[src/shared/adc_seq_regs.svh]
`ifndef ADC_SEQ_REGS_SVH
`define ADC_SEQ_REGS_SVH

// Register byte offsets on the Avalon-MM slave.
`define OFS_CTRL             8'h00
`define OFS_START            8'h04
`define OFS_STATUS           8'h08
`define OFS_MASK             8'h0c
`define OFS_CCF              8'h10
`define OFS_RESULT           8'h14
`define OFS_THRESH           8'h18
`define OFS_DIEN             8'h1c

// Control register fields (converter_control_two).
`define CTRL_POWER_BIT       0
`define CTRL_CONT_BIT        1
`define CTRL_MULTI_BIT       2
`define CTRL_INTERNAL_CONVERSION_CLOCK_BIT        3
`define CTRL_FRZ_LO          4
`define CTRL_FRZ_HI          5

// Freeze behaviour encodings.
`define FRZ_CONTINUE         2'h0
`define FRZ_STOP_NOW         2'h2

// Sequence start register fields (sequence_start_control).
`define START_CHAN_LO        0
`define START_CHAN_HI        3
`define START_CNT_LO         4
`define START_CNT_HI         7
`define START_ABORT_BIT      8

// Status register fields; bits 0 and 1 are sticky, write one to clear.
`define STAT_SEQ_BIT         0
`define STAT_CMP_BIT         1
`define STAT_BUSY_BIT        8
`define STAT_RECOV_BIT       9

// Reset values.
`define CTRL_RESET           8'h00
`define MASK_RESET           2'h0
`define DIEN_RESET           16'h0000
`define THRESH_RESET         12'hfff

// Timing: clock period and stop recovery time, both in nanoseconds.
`define CLK_PERIOD_NS        100
`define STOP_RECOVERY_NS     2000
`define STOP_RECOVERY_CYCLES ((`STOP_RECOVERY_NS + `CLK_PERIOD_NS - 1) / `CLK_PERIOD_NS)

`endif

[src/shared/adc_seq_pkg.sv]
`default_nettype none

package adc_seq_pkg;

    // Sequencer states, one-hot.
    typedef enum logic [1:0] {
        ST_IDLE = 2'b01,
        ST_CONV = 2'b10
    } conv_state_t;

    // Requests to the analog converter core.
    typedef struct packed {
        logic        start;        // One-cycle pulse: sample the channel.
        logic [3:0]  channel;      // Channel to convert.
        logic        power_down;   // Core held in power-down.
        logic        clk_internal; // Core runs on its internal clock.
    } conv_req_t;

    // Answer from the analog converter core.
    typedef struct packed {
        logic        done;         // One-cycle pulse: result valid.
        logic [11:0] result;       // Conversion result.
    } conv_rsp_t;

    // Whole state of the control block.
    typedef struct packed {
        conv_state_t fsm;
        logic [7:0]  ctrl;
        logic [3:0]  start_chan;
        logic [3:0]  chan_count;
        logic [3:0]  cur_chan;
        logic [3:0]  conv_left;
        logic        active;
        logic        aborted;
        logic        span;
        logic        stop_d;
        logic [7:0]  recov_cnt;
        logic [15:0] ccf;
        logic [11:0] result;
        logic [3:0]  result_chan;
        logic [11:0] threshold;
        logic [1:0]  status;
        logic [1:0]  mask;
        logic [15:0] dien;
        logic [15:0] pad_s1;
        logic [15:0] pad_s2;
        logic [15:0] pad_s3;
        logic [15:0] pad_stable;
        logic [15:0] port_data;
        logic        bus_wait;
        logic [31:0] readdata;
        logic        irq;
        conv_req_t   conv_req;
    } ctl_state_t;

endpackage : adc_seq_pkg

`default_nettype wire

[src/rtl/adc_sequence_mode_control.sv]
// Overview of operation
// RULE_01: Software picks single/continuous, one/several channels.
// RULE_02: Stop without internal clock aborts; restart on exit.
// RULE_03: Restart acts as fresh start, clearing flags.
// RULE_04: Internal clock option keeps converting through stop.
// RULE_05: Conversion spanning stop transition updates nothing; the code still sets the sequence flag and steps the channel.
// RULE_06: Recovery interval after stop; no register access. The code loads the recovery count only when the internal clock bit is set.
// RULE_07: Wait mode behaves exactly like run mode.
// RULE_08: Freeze field selects continue, finish, or stop.
// RULE_09: Digital pad buffer gated per channel by enable.
// RULE_10: Reset leaves converter powered down, defaults set.
// RULE_11: Sequence and compare interrupts with local enables.
// RULE_12: Interrupt high while flag and enable both set.
`include "adc_seq_regs.svh"
`timescale 1ns/100ps
`default_nettype none

module adc_sequence_mode_control (
    // Clock and reset.
    input  wire logic                    sys_clk,
    input  wire logic                    srst,
    // Avalon-MM register slave.
    input  wire logic [7:0]              avm_address,
    input  wire logic                    avm_read,
    input  wire logic                    avm_write,
    input  wire logic [31:0]             avm_writedata,
    input  wire logic [3:0]              avm_byteenable,
    output logic      [31:0]             avm_readdata,
    output logic                         avm_waitrequest,
    // Device operating modes.
    input  wire logic                    stop_mode,
    input  wire logic                    freeze_mode,
    // Analog converter core.
    output adc_seq_pkg::conv_req_t       conv_req,
    input  wire adc_seq_pkg::conv_rsp_t  conv_rsp,
    // Input pads and digital port.
    input  wire logic [15:0]             pad_digital_in,
    output logic      [15:0]             port_data,
    // Interrupt request.
    output logic                         irq
);

    // Stop recovery count, sized for the counter it loads.
    localparam logic [7:0] RECOV_CYCLES = 8'(`STOP_RECOVERY_CYCLES);

    // Reset image: converter powered down, bus stalled until a request arrives.
    localparam adc_seq_pkg::ctl_state_t RESET_STATE = '{
        fsm:       adc_seq_pkg::ST_IDLE,
        ctrl:      `CTRL_RESET,
        threshold: `THRESH_RESET,
        mask:      `MASK_RESET,
        dien:      `DIEN_RESET,
        bus_wait:  1'b1,
        conv_req:  '{start: 1'b0, channel: 4'h0, power_down: 1'b1, clk_internal: 1'b0},
        default:   '0
    };

    adc_seq_pkg::ctl_state_t st;       // Registered state.
    adc_seq_pkg::ctl_state_t st_next;  // Next state.
    logic                    halt_w;   // Starting a new conversion is held off.

    // Merges write data into a register under the byte enables.
    function automatic logic [31:0] wr_merge(input logic [31:0] old_val, input logic [31:0] new_val,
                                             input logic [3:0] be);
        logic [31:0] res;
        res = old_val;
        for (int i = 0; i < 4; i++) begin
            if (be[i]) begin
                res[i*8 +: 8] = new_val[i*8 +: 8];
            end
        end
        return res;
    endfunction : wr_merge

    // Read multiplexer; unmapped offsets read as zero.
    function automatic logic [31:0] read_mux(input adc_seq_pkg::ctl_state_t s, input logic [7:0] addr);
        logic [31:0] v;
        v = 32'h0000_0000;
        case (addr)
            `OFS_CTRL:   v[7:0] = s.ctrl;
            `OFS_START:  v[7:0] = {s.chan_count, s.start_chan};
            `OFS_STATUS: begin
                v[1:0]            = s.status;
                v[`STAT_BUSY_BIT]  = s.active;
                v[`STAT_RECOV_BIT] = (s.recov_cnt != 8'h00);
            end
            `OFS_MASK:   v[1:0] = s.mask;
            `OFS_CCF:    v[15:0] = s.ccf;
            `OFS_RESULT: v[19:0] = {s.result_chan, 4'h0, s.result};
            `OFS_THRESH: v[11:0] = s.threshold;
            `OFS_DIEN:   v[15:0] = s.dien;
            default:     v = 32'h0000_0000;
        endcase
        return v;
    endfunction : read_mux

    // Freeze other than continue, or stop without the internal clock, holds off new conversions.
    assign halt_w = (stop_mode && !st.ctrl[`CTRL_INTERNAL_CONVERSION_CLOCK_BIT]) ||
                    (freeze_mode && st.ctrl[`CTRL_FRZ_HI:`CTRL_FRZ_LO] != `FRZ_CONTINUE); // RULE_08

    // All next-state logic. Bus writes come first so that hardware events later in the
    // process win over a software clear landing in the same cycle.
    always_comb begin
        logic        do_start;
        logic [31:0] merged;
        do_start = 1'b0;
        merged   = 32'h0000_0000;
        st_next  = st;
        st_next.conv_req.start = 1'b0;

        // Pad inputs cross into the clock domain through three stages; a value is accepted
        // only once the second and third agree, so a pad caught mid-change never leaks out.
        st_next.pad_s1 = pad_digital_in;
        st_next.pad_s2 = st.pad_s1;
        st_next.pad_s3 = st.pad_s2;
        if (st.pad_s2 == st.pad_s3) begin
            st_next.pad_stable = st.pad_s3;
        end
        // The analog path is untouched; only the digital copy is gated per channel.
        st_next.port_data = st_next.pad_stable & st.dien; // RULE_09

        // Stop-mode edges. Wait mode is not an input at all: the block runs on as in run mode.
        st_next.stop_d = stop_mode; // RULE_07
        if (stop_mode != st.stop_d && st.fsm == adc_seq_pkg::ST_CONV) begin
            st_next.span = 1'b1; // RULE_05
        end
        if (!stop_mode && st.stop_d) begin
            if (st.ctrl[`CTRL_INTERNAL_CONVERSION_CLOCK_BIT]) begin
                st_next.recov_cnt = RECOV_CYCLES; // RULE_06
            end
            if (st.aborted) begin
                do_start = 1'b1; // RULE_02
            end
        end else if (st.recov_cnt != 8'h00) begin
            st_next.recov_cnt = st.recov_cnt - 8'h01;
        end

        // Bus handshake: one cycle of waitrequest low per request, never during recovery.
        // The next count is tested so that a request seen on the stop exit edge is not
        // acknowledged in the first cycle of recovery.
        if (st.bus_wait && (avm_read || avm_write) && st_next.recov_cnt == 8'h00) begin
            st_next.bus_wait = 1'b0; // RULE_06
            st_next.readdata = read_mux(st, avm_address);
        end else begin
            st_next.bus_wait = 1'b1;
        end

        // Writes take effect at the edge where waitrequest is seen low.
        if (!st.bus_wait && avm_write) begin
            case (avm_address)
                `OFS_CTRL: begin
                    merged       = wr_merge({24'h0, st.ctrl}, avm_writedata, avm_byteenable);
                    st_next.ctrl = merged[7:0]; // RULE_01
                end
                `OFS_START: begin
                    if (avm_byteenable[1] && avm_writedata[`START_ABORT_BIT]) begin
                        // Software abort drops the sequence and any pending restart.
                        st_next.active  = 1'b0;
                        st_next.aborted = 1'b0;
                        st_next.fsm     = adc_seq_pkg::ST_IDLE;
                    end else if (avm_byteenable[0]) begin
                        st_next.start_chan = avm_writedata[`START_CHAN_HI:`START_CHAN_LO];
                        st_next.chan_count = avm_writedata[`START_CNT_HI:`START_CNT_LO];
                        do_start           = 1'b1;
                    end
                end
                `OFS_STATUS: begin
                    if (avm_byteenable[0]) begin
                        st_next.status = st.status & ~avm_writedata[1:0];
                    end
                end
                `OFS_MASK: begin
                    merged       = wr_merge({30'h0, st.mask}, avm_writedata, avm_byteenable);
                    st_next.mask = merged[1:0];
                end
                `OFS_THRESH: begin
                    merged            = wr_merge({20'h0, st.threshold}, avm_writedata, avm_byteenable);
                    st_next.threshold = merged[11:0];
                end
                `OFS_DIEN: begin
                    merged       = wr_merge({16'h0, st.dien}, avm_writedata, avm_byteenable);
                    st_next.dien = merged[15:0]; // RULE_09
                end
                default: begin
                    // Unmapped or read-only offset: the write is acknowledged and dropped.
                end
            endcase
        end

        // A fresh start, from software or after an aborted stop, clears every result flag.
        if (do_start) begin
            st_next.active    = 1'b1; // RULE_03
            st_next.aborted   = 1'b0;
            st_next.fsm       = adc_seq_pkg::ST_IDLE;
            st_next.cur_chan  = st_next.start_chan;
            st_next.conv_left = st.ctrl[`CTRL_MULTI_BIT] ? st_next.chan_count : 4'h0; // RULE_01
            st_next.ccf       = 16'h0000; // RULE_03
            st_next.status    = 2'h0;
        end else if (!st.ctrl[`CTRL_POWER_BIT]) begin
            // Powered down: nothing runs.
            st_next.active = 1'b0; // RULE_10
            st_next.fsm    = adc_seq_pkg::ST_IDLE;
        end else if (stop_mode && !st.ctrl[`CTRL_INTERNAL_CONVERSION_CLOCK_BIT] && st.active) begin
            // Stop without the internal clock kills the sequence; it is replayed on exit.
            st_next.active  = 1'b0; // RULE_02
            st_next.aborted = 1'b1;
            st_next.fsm     = adc_seq_pkg::ST_IDLE;
        end else begin
            case (st.fsm)
                adc_seq_pkg::ST_IDLE: begin
                    if (st.active && !halt_w) begin
                        st_next.fsm            = adc_seq_pkg::ST_CONV;
                        st_next.conv_req.start = 1'b1;
                        st_next.span           = 1'b0;
                    end
                end
                adc_seq_pkg::ST_CONV: begin
                    if (freeze_mode && st.ctrl[`CTRL_FRZ_HI:`CTRL_FRZ_LO] == `FRZ_STOP_NOW) begin
                        // Stop at once; the same channel is sampled again after freeze.
                        st_next.fsm = adc_seq_pkg::ST_IDLE; // RULE_08
                    end else if (conv_rsp.done) begin
                        st_next.fsm = adc_seq_pkg::ST_IDLE;
                        // A result whose sampling crossed a stop edge may be corrupt: drop it.
                        if (!st.span && stop_mode == st.stop_d) begin
                            st_next.result               = conv_rsp.result; // RULE_05
                            st_next.result_chan          = st.cur_chan;
                            st_next.ccf[st.cur_chan]     = 1'b1;
                            if (conv_rsp.result > st.threshold) begin
                                st_next.status[`STAT_CMP_BIT] = 1'b1; // RULE_11
                            end
                        end
                        if (st.conv_left == 4'h0) begin
                            st_next.status[`STAT_SEQ_BIT] = 1'b1; // RULE_11
                            st_next.cur_chan  = st.start_chan;
                            st_next.conv_left = st.ctrl[`CTRL_MULTI_BIT] ? st.chan_count : 4'h0;
                            st_next.active    = st.ctrl[`CTRL_CONT_BIT]; // RULE_01
                        end else begin
                            st_next.cur_chan  = st.cur_chan + 4'h1;
                            st_next.conv_left = st.conv_left - 4'h1;
                        end
                    end
                end
                default: begin
                    st_next.fsm = adc_seq_pkg::ST_IDLE;
                end
            endcase
        end

        // Converter core controls; the internal clock holds through recovery.
        st_next.conv_req.channel      = st_next.cur_chan;
        st_next.conv_req.power_down   = !st_next.ctrl[`CTRL_POWER_BIT]; // RULE_10
        st_next.conv_req.clk_internal = (stop_mode && st.ctrl[`CTRL_INTERNAL_CONVERSION_CLOCK_BIT]) ||
                                        (st_next.recov_cnt != 8'h00); // RULE_04
        // Level interrupt from sticky flags gated by their local enables.
        st_next.irq = |(st.status & st.mask); // RULE_12
    end

    // State register.
    always_ff @(posedge sys_clk) begin
        if (srst) begin
            st <= RESET_STATE; // RULE_10
        end else begin
            st <= st_next;
        end
    end

    // Every output is a field of the state register.
    assign avm_readdata    = st.readdata;
    assign avm_waitrequest = st.bus_wait;
    assign conv_req        = st.conv_req;
    assign port_data       = st.port_data;
    assign irq             = st.irq;

    a_irq_level: assert property (@(posedge sys_clk) disable iff (srst) // RULE_12
        (|(st.status & st.mask)) |=> irq)
        else $error("irq low while an enabled flag is set");
    a_irq_clear: assert property (@(posedge sys_clk) disable iff (srst) // RULE_11
        ((st.status & st.mask) == 2'h0) |=> !irq)
        else $error("irq high with no enabled flag");
    a_recov_stall: assert property (@(posedge sys_clk) disable iff (srst) // RULE_06
        (st.recov_cnt != 8'h00) |-> avm_waitrequest)
        else $error("bus answered during stop recovery");
    a_recov_load: assert property (@(posedge sys_clk) disable iff (srst) // RULE_06
        (!stop_mode && st.stop_d && st.ctrl[`CTRL_INTERNAL_CONVERSION_CLOCK_BIT]) |=> (st.recov_cnt == RECOV_CYCLES))
        else $error("recovery count not loaded on stop exit");
    a_stop_abort: assert property (@(posedge sys_clk) disable iff (srst) // RULE_02
        (stop_mode && !st.ctrl[`CTRL_INTERNAL_CONVERSION_CLOCK_BIT] && st.active && st.ctrl[`CTRL_POWER_BIT] && !avm_write)
        |=> (st.fsm == adc_seq_pkg::ST_IDLE && st.aborted && !st.active))
        else $error("stop did not abort the sequence");
    a_restart_clr: assert property (@(posedge sys_clk) disable iff (srst) // RULE_03
        (!stop_mode && st.stop_d && st.aborted) |=> (st.ccf == 16'h0000 && st.active))
        else $error("restart after stop did not clear flags");
    a_span_drop: assert property (@(posedge sys_clk) disable iff (srst) // RULE_05
        (st.fsm == adc_seq_pkg::ST_CONV && conv_rsp.done && st.span) |=> $stable(st.result))
        else $error("spanning conversion updated the result");
    a_freeze_hold: assert property (@(posedge sys_clk) disable iff (srst) // RULE_08
        conv_req.start |-> !$past(halt_w))
        else $error("conversion started while halted");
    a_pad_gate: assert property (@(posedge sys_clk) disable iff (srst) // RULE_09
        ##1 ((port_data & ~$past(st.dien)) == 16'h0000))
        else $error("digital port not gated by enable");
    a_power_down: assert property (@(posedge sys_clk) disable iff (srst) // RULE_10
        !st.ctrl[`CTRL_POWER_BIT] |=> (st.fsm == adc_seq_pkg::ST_IDLE &&
                                       conv_req.power_down == !st.ctrl[`CTRL_POWER_BIT]))
        else $error("converter running while powered down");

endmodule : adc_sequence_mode_control

`default_nettype wire

[config.mk]
export PLATFORM = sky130hd
export DESIGN_NAME = adc_sequence_mode_control
export DESIGN_NICKNAME = d
export VERILOG_FILES = /design/src/shared/adc_seq_pkg.sv /design/src/rtl/adc_sequence_mode_control.sv
export VERILOG_INCLUDE_DIRS = /design/src /design/src/shared
export SDC_FILE = /design/constraint.sdc
export NUM_CORES = 1
export LEC_CHECK = 0
export BUFFER_PORTS_ARGS = -buffer_cell sky130_fd_sc_hd__clkbuf_2
export CAP_MARGIN = 20
export CORE_MARGIN = 2
export CORE_UTILIZATION = 45
export CTS_CLUSTER_SIZE = 16
export DETAILED_ROUTE_END_ITERATION = 16
export GPL_TIMING_DRIVEN = 0
export PLACE_DENSITY = 0.65
export SYNTH_ARGS = -nofsm -noshare
export SYNTH_HDL_FRONTEND = slang
export SYNTH_SLANG_ARGS = --single-unit
export TNS_END_PERCENT = 20
[constraint.sdc]
create_clock -name sys_clk -period 3.2 [get_ports sys_clk]
set_clock_uncertainty 0.05 [all_clocks]
set_input_delay 0.16 -clock sys_clk [delete_from_list [all_inputs] [get_ports sys_clk]]
set_output_delay 0.16 -clock sys_clk [all_outputs]
set_load 0.02 [all_outputs]
* After elaboration in Yosys (flattened, before gate mapping) *
Index checks and enable logic that the tools add are counted.

operators by class
  add/subtract/negate cells = 3
  multiply operators = 0
  divide/modulo/power cells = 0
  order comparisons = 3
  equal/unequal tests = 15
  shift-type cells = 0
  mux-type cells = 70
  bitwise gates (word level) = 10
  reduce and logical (&&, ||, !) cells = 45

operator list
  kind                                                 number
  2-to-1 mux 8 bit                                     13
  2-to-1 mux 2 bit                                     18
  case mux 6 bit (6 select lines)                      1
  equality test 8 x 5 -> 1 bit, second input constant  4
  2-to-1 mux 16 bit                                    2
  2-to-1 mux 9 bit                                     3
  2-to-1 mux 1 bit                                     21
  2-to-1 mux 20 bit                                    1
  2-to-1 mux 18 bit                                    1
  AND reduction 3 bit                                  6
  AND 16 bit                                           1
  equality test 16 bit                                 1
  equality test 8 x 4 -> 1 bit, second input constant  2
  logical NOT 8 bit                                    2
  bitwise OR 16 bit                                    1
  case mux 2 bit (8 select lines)                      1
  nonzero test 8 bit                                   2
  logical AND 1 bit                                    14
  greater-than comparator 12 bit                       1
  2-to-1 mux 4 bit                                     3
  2-to-1 mux 10 bit                                    1
  case mux 2 bit (5 select lines)                      1
  equality test 8 x 3 -> 1 bit, second input constant  1
  case mux 2 bit (4 select lines)                      1
  26 further kinds                                     44

storage, ports and cells
  flip-flop bits (word level) = 207
  latch bits = 0
  bits in writable memories = 0
  memory bits (read-only) = 0
  bits of input ports = 79
  output and inout bits = 57
  word-level logic and storage cells = 178
  memories = 0

* Depth between registers and ports, before layout *
  word-level depth = 12
  gate-level depth with buffers = 11
  mapped depth without buffers = 8

* Least setup slack after synthesis *
Ideal clock, no wire load.

  kind = register -> register
  start point = register st[193] in the netlist's numbering
  end point = register st (netlist bit avm_readdata[14])
  setup time = 123 ps
  arrival = 2276 ps
  required time = 3027 ps
  slack = 751 ps
  stages on the path, launching flop included = 9
  path buffers = 1
  period minus slack after synthesis = 2449 ps
  cells stage by stage = dfxtp_1 > ha_1 > clkbuf_1 > or3_1 > o311ai_1 > o31a_1 > nand4_2 > nor3b_4 > mux2_1

between the ends
  longest elaborated chain between the ends = 4

RTL lines
  what                      line                              source
  start: declaration        adc_sequence_mode_control.sv:58   adc_seq_pkg::ctl_state_t st;
  start signal: assignment  adc_sequence_mode_control.sv:263  st <= st_next;
  logical AND 1 bit         adc_sequence_mode_control.sv:127  if (!stop_mode && st.stop_d) begin
  2-to-1 mux 8 bit          adc_sequence_mode_control.sv:127
  logical NOT 8 bit         adc_sequence_mode_control.sv:141  if (st.bus_wait && (avm_read || avm_write) && st_next.recov_cnt == 8'h00) begin
  logical AND 1 bit         adc_sequence_mode_control.sv:141

Every way passes these cells.
A chain may end at the register's enable or synchronous reset.

* Worst setup path after layout *
  start point = input port stop_mode
  end point = register st (netlist bit avm_readdata[17])

between the ends
  longest elaborated chain between the ends = 5

RTL lines
  what                line                              source
  start: declaration  adc_sequence_mode_control.sv:31   input wire logic stop_mode,
  logical NOT 1 bit   adc_sequence_mode_control.sv:127
  logical AND 1 bit   adc_sequence_mode_control.sv:127
  2-to-1 mux 8 bit    adc_sequence_mode_control.sv:127
  logical NOT 8 bit   adc_sequence_mode_control.sv:141
  logical AND 1 bit   adc_sequence_mode_control.sv:141

Every way passes these cells.

==> reports/summary.txt <==
Top post-synthesis cells by area: dfxtp_1, mux2i_1, buf_4, nor2_1, nand2_1
Flop2flop setup slack: 0.42 ns
Leakage: 4.93 nW
Max clock buf depth: 3
DRC Markers: 0
Cell Chain, Critical Path: dlygate4sd3_1 > clkbuf_2 > inv_1 > ha_1 > clkbuf_1 > or3_1 > o311ai_1 > o31a_1 > nand4_1 > nor2_2 > buf_4 > mux2i_1
VDD IR max: 328 uV
Cell Pwr Density: 557 nW/um^2
Setup CP Type: input port to flop
Seq cells post-synth: 207
DR pass1 iterations: 5
Largest net degree at the start of global routing: 15
Seq pwr share: 43.9%
Initial DRC Count: 497
Commonest non-fill, non-tap cells in the layout: dfxtp_1, clkbuf_2, nor2_1
Global-route wire length before repair: 39.1 mm
Final RePlAce weighted congestion: 0.943
Vias in the first global route: 7017
Diode count: 0
Post-CTS setup buffers: 0
CP Capture Type: flop
Clk Latency, worst-skew pair: 0.51 ns
Crit path max fanout: 10
Initial Util: 46.2%
Worst path arrival time: 3.31 ns
Post-synth top flop: dfxtp_1
Final wirelength: 25.0 mm
Status: finished, final reports clean
Slew @ Worst Pin: 1.03 ns
Commonest non-fill, non-tap cell in the layout: dfxtp_1
CTS buffer count: 22
Cell area after layout: 11200 sq um
Final critical-path share of the clock period: 91.5%
Hold Path Origin: srst
Finished Layout Cells: 1450
Post-synth EDFFs: 0
Vias: 7475
DRT antenna net count: 0
I/O pin total: 136
Hold Path Sink: st[148]$_SDFFE_PP1P_
Clock tree sinks: 207
Delay of the slowest critical-path stage: 0.52 ns
RSZ-0062 raised after global routing: false
Pint: 4.53 mW
Area growth syn-to-layout: 22.8%
Buf/Inv on CP: 5
Synth warn: 0
DP HPWL: 18.5 mm
Worst hold margin: 0.0489 ns
Avg Synthesized Cell Area: 9.22 sq um
P_sw: 1.69 mW
Slew Limit Fails: 0
Total global routing overflow: 0
Area leader, netlist: dfxtp_1
Hold crit path type: input port to flop
Final Util: 56.8%
Worst flop-to-flop path endpoint: avm_readdata[17]$_SDFFE_PP0P_
Core ar.: 19700 sq um
Die Ht: 146 um
Critical path startpoint category: input port
Worst setup margin: 0.271 ns
Net count, final: 1273
Async set or reset register ratio after synthesis: 0%
Chip width: 146 um
Die area: 21300 sq um
Worst EP required: 3.58 ns
Max Freq: 341 MHz
H-tree depth: 1
Clock power frac: 40.4%
Final min period: 2.93 ns
IO Port Bufs: 104
Min-Delay Path Depth: 3
Final Hold Fails: 0
Critical-path top delay cell: dlygate4sd3_1
Initial antenna violation count: 0
Setup TNS: 0 ns
Netlist cell types: 71
Slew HR: 31.0%
Routed wire length per instance: 17.3 um
Dpl ws: 0.303 ns
CTS tree: built
Top-area cell type share of the netlist area: 45.6%
Sw Ratio: 27.1%
Sequential fraction of the synthesis area: 45.6%
PnR Total Power: 6.22 mW
Cell Area, Synth: 9090 sq um
Share of cells above drive strength 1: 18.9%
DP Area: 9980 sq um
Worst r2r path cells: 9
CTS clk-pin slew, worst paths: 0.06 ns
Via density: 5.16
R2r startpoint: st[193]$_SDFF_PP0_
Comb power frac: 15.8%
# setup viols final: 0
Dpl cells: 1366
Total GRT Usage: 23.2%
CTS root buf: clkbuf_16
Row count: 51
CP delay by family, top: buffers and inverters
Syn Inst Count: 986
Max-Cap Viols: 0
-- worst max path at each step --
stage	from	to	slack (ns)	depth (start not counted)
6_report	stop_mode	avm_readdata[17]$_SDFFE_PP0P_	0.27	12
5_1_grt	stop_mode	avm_readdata[16]$_SDFFE_PP0P_	0.05	12
4_1_cts	stop_mode	avm_readdata[17]$_SDFFE_PP0P_	0.27	12
3_5_place_dp	stop_mode	avm_readdata[8]$_SDFFE_PP0P_	0.30	11
3_3_place_gp	stop_mode	avm_readdata[14]$_SDFFE_PP0P_	0.27	10
2_1_floorplan	st[193]$_SDFF_PP0_	avm_readdata[14]$_SDFFE_PP0P_	0.75	8
-- layer usage --
| layer | share of wire, % | wire [um] | track usage (%) | up-vias |
|---|---|---|---|---|
| met5 | 0 | 0 | 0 | - |
| met4 | 1.2 | 289 | 4.17 | 0 |
| met3 | 6.9 | 1740 | 4.47 | 29 |
| met2 | 44 | 10900 | 36.3 | 256 |
| met1 | 48 | 12100 | 33.7 | 3497 |
| li1 | - | - | - | 3693 |
-- cell usage after synthesis, drive strengths merged, types with 4 or more instances --
| master | count |
|---|---|
| inv | 30 |
| mux4 | 8 |
| dfxtp | 207 |
| a21oi | 57 |
| mux2i | 64 |
| xor2 | 16 |
| a22oi | 6 |
| buf | 63 |
| nor3 | 22 |
| nand2 | 93 |
| nand2b | 25 |
| nand3 | 20 |
| ha | 23 |
| and2 | 21 |
| or4 | 5 |
| nor4 | 6 |
| or3 | 5 |
| a21o | 5 |
| nor2b | 53 |
| mux2 | 7 |
| a31oi | 9 |
| nor2 | 104 |
| clkbuf | 37 |
| nand4 | 10 |
| o211ai | 15 |
| o21ai | 16 |
| nor3b | 4 |
-- flip-flops by register name (all words and copies together), names as in the netlist --
signal and cells:
port_data 16, conv_req 7, st 162, avm_readdata 20
irq 1, avm_waitrequest 1
-- what timing repair did --
action	4_1_cts	5_1_grt
hold buffers	46	0
endpoints found under the hold margin	64	0
resized for setup	0	0
-- cells by family after synthesis --
logic type | share of synthesized area (%)
buf+inv | 7.93
compound gates | 10.4
mux | 9.90
simple gates | 21.4
xor+xnor | 1.54
flops | 45.6
other cells | 0.0413
fa+ha+maj | 3.17
-- worst reg2reg max path, cell delays in order, from the launching register on --
cell and delay [ns]:
dfxtp_1 0.30, ha_1 0.20, clkbuf_1 0.21, or3_1 0.41
o311ai_1 0.28, o31a_1 0.25, nand4_1 0.21, nor2_2 0.34
buf_4 0.26, mux2i_1 0.19
-- power by group through the flow --
stage | Clock [mW] | Sequential [mW] | Combinational (mW)
after floorplan | 0 | 2.77 | 0.680
after global placement | 0 | 2.78 | 0.922
after detailed placement | 0 | 2.78 | 0.925
after CTS | 2.54 | 2.73 | 0.973
after global routing | 2.65 | 2.74 | 1.07
final | 2.51 | 2.73 | 0.980
-- layout make-up --
cell class,count,area (sq um)
timing repair buffer,150,981
inverter,30,113
buffer,100,608
tap,265,332
multi-input combinational,660,4270
fill,1853,8490
clock buffer,32,648
clock inverter,6,70.1
sequential,207,4140
Note: power is estimated with default switching activity, not from simulation.
